==> config.mk <==
export PLATFORM = sky130hd
export DESIGN_NAME = twio_top
export DESIGN_NICKNAME = d
export VERILOG_FILES = /design/src/logic/twio_pkg.sv /design/src/logic/twio_top.sv
export SDC_FILE = /design/constraint.sdc
export NUM_CORES = 1
export LEC_CHECK = 0
export ABC_AREA = 1
export BUFFER_PORTS_ARGS = -buffer_cell sky130_fd_sc_hd__buf_2
export CAP_MARGIN = 5
export CORE_MARGIN = 5
export CORE_UTILIZATION = 54
export DETAILED_ROUTE_END_ITERATION = 8
export HOLD_SLACK_MARGIN = 0.1
export PLACE_DENSITY_LB_ADDON = 0.05
export SKIP_LAST_GASP = 1
export SYNTH_ARGS = -nofsm -noshare
export SYNTH_HDL_FRONTEND = slang
export SYNTH_SLANG_ARGS = --single-unit
==> constraint.sdc <==
create_clock -name MCLK -period 9.38 [get_ports MCLK]
set_input_delay 2.814 -clock MCLK [delete_from_list [all_inputs] [get_ports MCLK]]
set_output_delay 2.814 -clock MCLK [all_outputs]
set_load 0.01 [all_outputs]
==> src/logic/twio_pkg.sv <==
package twio_pkg;

    // ------------------------------------------------------------------
    // Word and character geometry
    // ------------------------------------------------------------------
    localparam int unsigned WORD_W = 40;
    localparam int unsigned ROW_W = 4;
    localparam logic [3:0] ROWS_PER_WORD = 4'ha;
    localparam logic [5:0] SHIFT_TARGET = 6'h28;
    localparam logic [2:0] PRINT_SLOTS = 3'h7;

    // ------------------------------------------------------------------
    // Print frame timing
    // ------------------------------------------------------------------
    localparam int unsigned CLK_HZ = 20000000;
    localparam int unsigned SLOT_MS = 20;
    localparam int unsigned SLOT_CYC_DEF = CLK_HZ / 1000 * SLOT_MS;

    // ------------------------------------------------------------------
    // Reset values
    // ------------------------------------------------------------------
    localparam logic [WORD_W-1:0] WORD_RST = 40'h00_0000_0000;

    typedef enum logic [2:0] {
        TWIO_IDLE = 3'h0,
        TWIO_RD_ROW = 3'h1,
        TWIO_RD_END = 3'h3,
        TWIO_PR_SLOT = 3'h2,
        TWIO_PR_NEXT = 3'h6
    } twio_state_t;

    typedef struct packed {
        logic stop_ph;
        logic start_ph;
        logic [4:0] seg;
        logic [4:0] pins;
        logic tape_end;
    } twio_reader_t;

endpackage

==> src/logic/twio_top.sv <==
`timescale 1ns/1ps
//
// Behaviour
// - Input order assembles 40-bit word, ten rows.
// - Each row: shift left, load low four.
// - Print sends ten hex characters, sign first.
// - Withdrawn run request never halts a revolution.
// - Row bits only set ones; cleared first.
// - Load row bits at phase five.
// - Shift count forty raises recognize.
// - Eleventh row separator stops reader, tape end.
// - Print frame: stop, start, five 20 ms times.
module twio_top
    import twio_pkg::*;
#(
    parameter int unsigned SLOT_CYC = SLOT_CYC_DEF
) (
    input wire logic MCLK,
    input wire logic RST,
    input wire logic IN_ORDER,
    input wire logic PRINT_ORDER,
    input wire logic [WORD_W-1:0] PRINT_WORD,
    input wire twio_reader_t RDR,
    output logic RDR_RUN,
    output logic [WORD_W-1:0] ACC_WORD,
    output logic ACC_VALID,
    input wire logic ACC_READY,
    output logic RECOGNIZE,
    output logic PRINT_LINE,
    output logic BUSY,
    output logic DONE
);

    // ------------------------------------------------------------------
    // Control state
    // ------------------------------------------------------------------
    twio_state_t state_r, state_nxt;
    logic [WORD_W-1:0] acc_r, acc_nxt;
    logic [WORD_W-1:0] prw_r, prw_nxt;
    logic [5:0] shifts_r, shifts_nxt;
    logic [3:0] rows_r, rows_nxt;
    logic [3:0] chars_r, chars_nxt;
    logic [2:0] slot_r, slot_nxt;
    logic [31:0] tick_r, tick_nxt;
    logic [4:0] seg_d_r, seg_d_nxt;
    logic run_r, run_nxt, rec_r, rec_nxt, line_r, line_nxt;
    logic done_r, done_nxt, push, busy_r, busy_nxt;

    // Two-entry buffer towards the word consumer.
    logic [WORD_W-1:0] buf_r [2];
    logic [WORD_W-1:0] buf_nxt [2];
    logic [1:0] cnt_r, cnt_nxt;
    logic valid_r, valid_nxt;

    logic buf_room;
    assign buf_room = (cnt_r != 2'h2);

    always_comb begin
        state_nxt = state_r;
        acc_nxt = acc_r;
        prw_nxt = prw_r;
        shifts_nxt = shifts_r;
        rows_nxt = rows_r;
        chars_nxt = chars_r;
        slot_nxt = slot_r;
        tick_nxt = tick_r;
        seg_d_nxt = RDR.seg;
        run_nxt = run_r;
        rec_nxt = rec_r;
        line_nxt = line_r;
        done_nxt = 1'b0;
        push = 1'b0;
        case (state_r)
            TWIO_IDLE: begin
                line_nxt = 1'b1;
                if (IN_ORDER && buf_room) begin
                    // The whole word is cleared so single-sided loads work.
                    acc_nxt = WORD_RST;
                    shifts_nxt = 6'h00;
                    rows_nxt = 4'h0;
                    rec_nxt = 1'b0;
                    run_nxt = 1'b1;
                    state_nxt = TWIO_RD_ROW;
                end else if (PRINT_ORDER) begin
                    prw_nxt = PRINT_WORD;
                    chars_nxt = 4'h0;
                    slot_nxt = 3'h0;
                    tick_nxt = 32'h0;
                    state_nxt = TWIO_PR_SLOT;
                end
            end
            TWIO_RD_ROW: begin
                // Shift on each rising edge of phases one to four.
                if (|(RDR.seg[3:0] & ~seg_d_r[3:0])
                        && shifts_r != SHIFT_TARGET) begin
                    acc_nxt = {acc_r[WORD_W-2:0], 1'b0};
                    shifts_nxt = shifts_r + 6'h01;
                    if (shifts_r + 6'h01 == SHIFT_TARGET)
                        rec_nxt = 1'b1;
                end
                if (RDR.seg[4] && !seg_d_r[4]) begin
                    acc_nxt = acc_r | {36'h0, RDR.pins[3:0]};
                    rows_nxt = rows_r + 4'h1;
                    if (rows_r + 4'h1 == ROWS_PER_WORD)
                        state_nxt = TWIO_RD_END;
                end
            end
            TWIO_RD_END: begin
                // The reader owns the stop; only its tape end ends the order.
                if (RDR.tape_end) begin
                    run_nxt = 1'b0;
                    push = 1'b1;
                    done_nxt = 1'b1;
                    state_nxt = TWIO_IDLE;
                end
            end
            TWIO_PR_SLOT: begin
                // Slot 0 stop (mark), slot 1 start (space), then five digits.
                case (slot_r)
                    3'h0: line_nxt = 1'b1;
                    3'h1: line_nxt = 1'b0;
                    3'h2: line_nxt = 1'b0;
                    default: line_nxt = prw_r[WORD_W-1];
                endcase
                if (tick_r == SLOT_CYC - 1) begin
                    tick_nxt = 32'h0;
                    if (slot_r >= 3'h3)
                        prw_nxt = {prw_r[WORD_W-2:0], 1'b0};
                    if (slot_r == PRINT_SLOTS - 3'h1)
                        state_nxt = TWIO_PR_NEXT;
                    else
                        slot_nxt = slot_r + 3'h1;
                end else begin
                    tick_nxt = tick_r + 32'h1;
                end
            end
            TWIO_PR_NEXT: begin
                slot_nxt = 3'h0;
                line_nxt = 1'b1;
                chars_nxt = chars_r + 4'h1;
                if (chars_r + 4'h1 == ROWS_PER_WORD) begin
                    done_nxt = 1'b1;
                    state_nxt = TWIO_IDLE;
                end else begin
                    state_nxt = TWIO_PR_SLOT;
                end
            end
            default: state_nxt = TWIO_IDLE;
        endcase
        busy_nxt = (state_nxt != TWIO_IDLE);
    end

    // ------------------------------------------------------------------
    // Output buffer
    // ------------------------------------------------------------------
    always_comb begin
        buf_nxt[0] = buf_r[0];
        buf_nxt[1] = buf_r[1];
        cnt_nxt = cnt_r;
        if (ACC_READY && cnt_r != 2'h0) begin
            buf_nxt[0] = buf_r[1];
            cnt_nxt = cnt_r - 2'h1;
        end
        if (push) begin
            buf_nxt[cnt_nxt[0]] = acc_r;
            cnt_nxt = cnt_nxt + 2'h1;
        end
        // Registered so the consumer never sees the count compare glitch.
        valid_nxt = (cnt_nxt != 2'h0);
    end

    always_ff @(posedge MCLK or posedge RST) begin
        if (RST) begin
            state_r <= TWIO_IDLE;
            acc_r <= WORD_RST;
            prw_r <= WORD_RST;
            shifts_r <= 6'h00;
            rows_r <= 4'h0;
            chars_r <= 4'h0;
            slot_r <= 3'h0;
            tick_r <= 32'h0;
            seg_d_r <= 5'h00;
            run_r <= 1'b0;
            rec_r <= 1'b0;
            line_r <= 1'b1;
            done_r <= 1'b0;
            buf_r[0] <= WORD_RST;
            buf_r[1] <= WORD_RST;
            cnt_r <= 2'h0;
            valid_r <= 1'b0;
            busy_r <= 1'b0;
        end else begin
            state_r <= state_nxt;
            acc_r <= acc_nxt;
            prw_r <= prw_nxt;
            shifts_r <= shifts_nxt;
            rows_r <= rows_nxt;
            chars_r <= chars_nxt;
            slot_r <= slot_nxt;
            tick_r <= tick_nxt;
            seg_d_r <= seg_d_nxt;
            run_r <= run_nxt;
            rec_r <= rec_nxt;
            line_r <= line_nxt;
            done_r <= done_nxt;
            buf_r[0] <= buf_nxt[0];
            buf_r[1] <= buf_nxt[1];
            cnt_r <= cnt_nxt;
            valid_r <= valid_nxt;
            busy_r <= busy_nxt;
        end
    end

    assign RDR_RUN = run_r;
    assign ACC_WORD = buf_r[0];
    assign ACC_VALID = valid_r;
    assign RECOGNIZE = rec_r;
    assign PRINT_LINE = line_r;
    assign BUSY = busy_r;
    assign DONE = done_r;
endmodule // twio_top

Yosys cells after proc, flatten, opt, wreduce, memory -nomap -nowiden --
Index checks and enable logic that the tools add are counted. W data, S select, Z words.
Word-level totals: register bits after elaboration 225, bits of input ports 58, output and inout bits 46, logic and storage cells 141
Operators by class: $add $sub $neg 7, magnitude comparators 3, equal/unequal tests 24, multiplexer cells 56, bitwise gates (word level) 4, reduce and logical (&&, ||, !) cells 29
Operators with widths (count):
- $mux W40 | 9
- $pmux W40 S2 | 2
- $mux W32 | 3
- $bwmux W80 | 1
- $mux W80 | 1
- $pmux W32 S2 | 1
- $demux W40 S1 | 1
- $or A40 B4 Y40 | 1
- $mux W3 | 11
- $add A32 B1 Y32 const B | 1
- $eq A32 B19 Y1 const B | 1
- $ne A2 B2 Y1 const B | 11
- $reduce_and A3 Y1 | 6
- $mux W4 | 4
- $pmux W4 S2 | 2
- $pmux W3 S5 | 1
- $reduce_bool A2 Y1 | 7
- $mux W6 | 2
- $pmux W6 S2 | 1
- $pmux W1 S2 | 5
- $reduce_and A5 Y1 | 2
- $eq A3 B2 Y1 const B | 3
- $pmux W3 S3 | 1
- $add A4 B1 Y4 const B | 2
- 25 further kinds | 44

Logic depth before layout (Yosys ltp) --
Gate-level depths: netlist of run 1.
depth after elaboration 10, mapped depth 11, depth with buffers taken out 10

Worst setup path after synthesis of run 1 --
Ideal clock, no wire load.
path kind input port to flip-flop, start point input port ACC_READY, end point register with a tool-made name, library setup time 125 ps, arrival 4338 ps, data required time 9255 ps, path slack 4917 ps, cell stages on the path 8, buffers on the path 3, cells stage by stage buf_2 nand2_1 xor2_1 inv_1 ha_1 clkbuf_1 clkbuf_1 mux2_2
RTL lines:
- start: declaration | line twio_top.sv:27 | input wire logic ACC_READY,

==> results.yml, run 1 <==
sta:
  fin_crit_sh: 0.500
  slew_violations: 0
  finalSetupTns_ns: 0
  max_slew_margin: 0.357
  hold_viol: 0
  fmax_mhz: 213
  worst_hold_slack_ns: 0.470
  finalSetupViolCount: 0
  fin_crit_ns: 4.69
  rsz0062_at_grt: "no"
  worst_pin_slew_ns: 0.964
  finClkSkew_ns: 0.00982
worst_hold_path:
  hp-start: "prw_r[21]"
  hold_depth: 2
  hold_path_class: "flop to flop"
  hold-path-endpoint: "prw_r[21]"
global_route:
  use_met2: 0.348
  grt_use_met1: 0.297
  grt_pass1_wl_um: 43400
  grt_use_total: 0.212
  use_met3: 0.0278
  grt_pass1_vias: 8887
  grt-ovfl-total: 0
  gr-max-usage-layer: "met2"
  grt_max_degree: 84
  antenna_found_initial: 0
finish:
  drive_gt1_frac: 0.139
  antenna_cells: 0
  final_cells: 1738
  areaGrowthSynthToFinish_pct: 10.8
  nets: 1517
  num-fill-cells: 1908
logic_synthesis:
  synthFlopType: "dfrtp_1"
  yosys-top-cells-count: "nand2_1, dfrtp_1, nand3_1, nor2_1, inv_1"
  yosys_register_bits: 225
  yosysMostFrequentCell: "nand2_1"
  yosys.area.top_type: "dfrtp_1"
  synth_edf_count: 0
  syn_area_per_cell_um2: 8.05
  yosysWarnings: 0
  synthArstFlopShare: 1.00
  ys_seq_area_frac: 0.494
  synth_fp_nets: 1487
  postSynthCellCount: 1414
  synth_top_area_frac: 0.492
  syn_area_um2: 11400
  synth_cell_type_count: 38
  ys_top_cells_by_area: "dfrtp_1, nand2_1, nand3_1"
routing:
  dr.pass1.iters: 5
  drt-initial-drc-count: 690
  final_antenna_net_count: 0
  drc: 0
  wl_per_cell_um: 14.7
  vias_per_cell: 5.29
  vias: 9193
  wl_um: 25600
setup_path:
  cp.required_ns: 9.79
  reg2reg_depth: 9
  worst_setup_path_start_kind: "primary input"
  cp_data_arrival_time_ns: 5.10
  cp_max_fo: 52
  reg2reg_setup_slack_ns: 6.44
  reg2reg_from: "cnt_r[0]"
  path_class: "primary input to flop"
  worst_setup_path_end_kind: "flop"
floorplanning:
  die_x_um: 155
  start_util: 0.545
  num_rows: 53
  io_pins: 104
  dieArea_um2: 24100
  core_um2: 20900
  die_y_um: 155
pwr:
  p_per_area_nw_per_um2: 291
  vdd_drop_max_uv: 152
  power.leakage_nw: 6.55
clock_tree:
  cts_sinks: 225
  cts_tree: "built"
  cts_root_buffer: "clkbuf_16"
  clk_path_buf_depth: 3
  clk_latency_ns: 0.53
  cts_resized: 0
  path_clk_slew_ns: 0.06
  cts_buffers: 25
  hold_buffers: 0
  htree_levels: 1
  post_cts_buffers: 0
placement:
  portBuffers: 100
  gp_congestion: 0.912
  dpl.cell_count: 1692
  dp_hpwl_um: 15700
status:
  outcome: "completed"
flow_run:
  cap_violations: 0
## critical path, stage by stage
cell and delay [ns]:
buf_2 0.63, nand2_1 0.18, xor2_1 0.22, inv_1 0.11
ha_2 0.18, buf_4 0.52, mux2_2 0.41
## power by group
group | internal [mW] | switching, mW | leakage (nW)
Sequential | 1.23 | 0.170 | 3.02
Clock | 0.698 | 0.399 | 0.454
Combinational | 0.354 | 0.825 | 3.08
Total | 2.28 | 1.39 | 6.55
## kinds of logic (layout without fill, tap and decap cells)
family | after synthesis | count (layout) | share of synthesized area
simple gates | 808 | 808 | 0.301
mux | 28 | 28 | 0.0277
compound gates | 116 | 116 | 0.0587
flops | 225 | 225 | 0.494
xor+xnor | 16 | 16 | 0.0123
fa+ha+maj | 15 | 15 | 0.0165
buf+inv | 206 | 255 | 0.0895
## routing by layer
metal,wire length [um],vias to the layer above
met5,0,-
met4,649,0
met3,1110,43
met2,12000,204
met1,11900,4335
li1,-,4611
## metrics by stage
stage               utilization  setup WS, ns  instance area (um2)  power (mW)
floorplan                     -         0.405                11400        2.38
global placement          0.559          4.24                11700        2.58
detailed placement        0.559          4.18                11700        2.60
CTS                       0.604          4.70                12600        3.72
global route              0.604          4.57                12600        3.92
finish                    0.604          4.69                12600        3.67
## layout make-up
cell class              count  area (um2)  share of cell area
repair buffers            110         576              0.0456
inverters                  99         379              0.0300
clock inverters            13         238              0.0188
multi-input cells         983        4740               0.376
clock buffers              33         706              0.0559
flip-flops and latches    225        5630               0.446
well taps                 275         344              0.0273
## how the worst max path moves through the flow
stage	start	to	slack, ns	depth (start not counted)
after global placement	ACC_READY	flop	4.24	7
after floorplan	RST	ACC_VALID	0.40	1
after detailed placement	ACC_READY	flop	4.18	7
final	ACC_READY	flop	4.69	7
after CTS	ACC_READY	flop	4.70	7
after global routing	ACC_READY	flop	4.57	7
## layout by cell type (no fill, tap or decap), types with 2 or more instances in the layout
cell type,netlist,routed
nand3_1,135,135
clkinvlp_4,0,3
nor2_2,2,2
buf_2,29,100
inv_2,7,7
xor2_1,15,15
clkbuf_16,0,25
nand3_4,2,2
clkinv_2,0,3
clkbuf_8,0,5
inv_1,92,91
a31oi_1,37,37
mux2_2,28,28
clkbuf_1,26,3
nor3_1,15,15
nand2_1,486,485
nand4_1,51,51
bufinv_16,0,6
nand2_2,1,2
buf_4,44,10
nor2_1,109,109
dfrtp_1,224,224
o22ai_1,4,4
ha_1,15,14
nand3b_1,2,2
a21oi_1,2,2
o21ai_0,65,65
o211ai_1,2,2
Note: power is estimated with default switching activity, not from simulation.
==> run 2, diff against run 1 <==
==> constraint.sdc (replaced) <==
create_clock -name MCLK -period 4.1 [get_ports MCLK]
set_input_delay 1.23 -clock MCLK [delete_from_list [all_inputs] [get_ports MCLK]]
set_output_delay 1.23 -clock MCLK [all_outputs]
set_load 0.01 [all_outputs]
==> run 2 against run 1 <==
Critical path depth grew 3. Combinational power grew 130%. Register-to-register slack lost 4.9 ns. Clock power grew 99%. Count of clock-buffer cells in the layout grew 5. Hold slack lost 0.00051 ns. First-iteration DRC count shrank 18%. Core utilization shrank 0.27 points. Sequential share of layout area grew 0.20 points. Global-route usage grew 0.65 points. Highest routed layer unchanged.
==> results.yml, run 2 (synthesis gave the netlist of run 1 again) <==
setup_path:
  path_class: "primary input to flop"
  cp_data_arrival_time_ns: 3.12
  cp.required_ns: 4.57
  cp_max_fo: 37
  worst_setup_path_start_kind: "primary input"
  worst_setup_path_end_kind: "flop"
pwr:
  power.leakage_nw: 6.54
  p_per_area_nw_per_um2: 648
  vdd_drop_max_uv: 387
routing:
  dr.pass1.iters: 5
  final_antenna_net_count: 0
  drt-initial-drc-count: 564
  vias_per_cell: 5.36
  wl_per_cell_um: 14.9
  wl_um: 26000
  drc: 0
  vias: 9350
global_route:
  grt-ovfl-total: 0
  grt_pass1_vias: 9101
  grt_use_total: 0.218
  grt_max_degree: 130
  use_met2: 0.356
  grt_use_met1: 0.309
  use_met3: 0.0331
  gr-max-usage-layer: "met2"
  grt_pass1_wl_um: 44400
  antenna_found_initial: 0
clock_tree:
  path_clk_slew_ns: 0.06
  cts_buffers: 26
  cts_root_buffer: "clkbuf_16"
  cts_resized: 0
  htree_levels: 1
  post_cts_buffers: 0
  cts_tree: "built"
  cts_sinks: 225
  clk_latency_ns: 0.53
  clk_path_buf_depth: 3
  hold_buffers: 0
floorplanning:
  die_x_um: 155
  num_rows: 53
  io_pins: 104
  start_util: 0.545
  core_um2: 20900
  die_y_um: 155
  dieArea_um2: 24100
placement:
  dpl.cell_count: 1699
  dp_hpwl_um: 16500
  placed_area_um2: 11700
  gp_congestion: 0.916
  pre_cts_slack_ns: 0.905
  portBuffers: 100
finish:
  num-fill-cells: 1890
  nets: 1525
  post-route-util: 0.601
  final_cells: 1744
  drive_gt1_frac: 0.142
  fin_area_um2: 12600
  areaGrowthSynthToFinish_pct: 10.3
  layout_common_cells: "nand2_1, dfrtp_1, nand3_1, nor2_1, buf_2"
  antenna_cells: 0
  layout_commonest_cell: "nand2_1"
sta:
  fin_crit_ns: 2.65
  fin_crit_sh: 0.647
  finClkSkew_ns: 0.0147
  rsz0062_at_grt: "no"
  worst_pin_slew_ns: 0.888
  max_slew_margin: 0.408
  finalSetupTns_ns: 0
  fmax_mhz: 377
  slew_violations: 0
  hold_viol: 0
  setup_ws_ns: 1.45
  finalSetupViolCount: 0
status:
  outcome: "completed"
worst_hold_path:
  hold_path_class: "flop to flop"
flow_run:
  cap_violations: 0
[run 2: worst max-delay path, stage by stage]
cell and delay (ns):
buf_2 0.09, inv_1 0.03, nor2_1 0.38, nor2_8 0.22
inv_2 0.16, o21ai_4 0.06, buf_4 0.21, inv_2 0.50
nand2_1 0.12, nand2_1 0.10
[run 2: through the flow]
stage	hold WS, ns	total power, mW
6_report	0.469	8.14
3_3_place_gp	0.453	5.93
2_1_floorplan	0.442	5.44
5_1_grt	0.488	8.74
4_1_cts	0.473	8.22
3_5_place_dp	0.458	5.99
[run 2: final cells by class]
cell class                 count  area, um2  share of cell area
sequential                   225       5630               0.448
clock inverter                 7       50.0             0.00398
tap                          275        344              0.0274
inverter                      99        375              0.0299
clock buffer                  38        776              0.0618
timing repair buffer         117        641              0.0510
multi-input combinational    983       4740               0.378
[run 2: path summary, 6_finish.rpt]
kind | endpoint | cells after the start | start | slack [ns]
max in group asynchronous | tick_r[1] | 3 | RST | 2.40
setup reg to reg | prw_r[0] | 10 | tick_r[0] | 1.52
hold reg to reg | prw_r[32] | 2 | prw_r[32] | 0.47
hold / removal | prw_r[32] | 2 | prw_r[32] | 0.47
setup / recovery | acc_r[25] | 10 | RDR[10] | 1.45
min in group asynchronous | ACC_WORD[0] | 2 | RST | 0.67
[run 2: routing by layer]
layer | part of all wire | vias up
met5 | 0 | -
met2 | 0.47 | 190
li1 | - | 4642
met4 | 0.021 | 0
met3 | 0.046 | 43
met1 | 0.46 | 4475
[run 2: power by group]
group / internal (mW) / switching (mW) / leakage, nW / total, mW
clock network: 1.30 / 0.890 / 0.413 / 2.19
registers: 2.81 / 0.392 / 3.02 / 3.20
logic: 0.841 / 1.91 / 3.11 / 2.75
total: 4.96 / 3.19 / 6.54 / 8.14
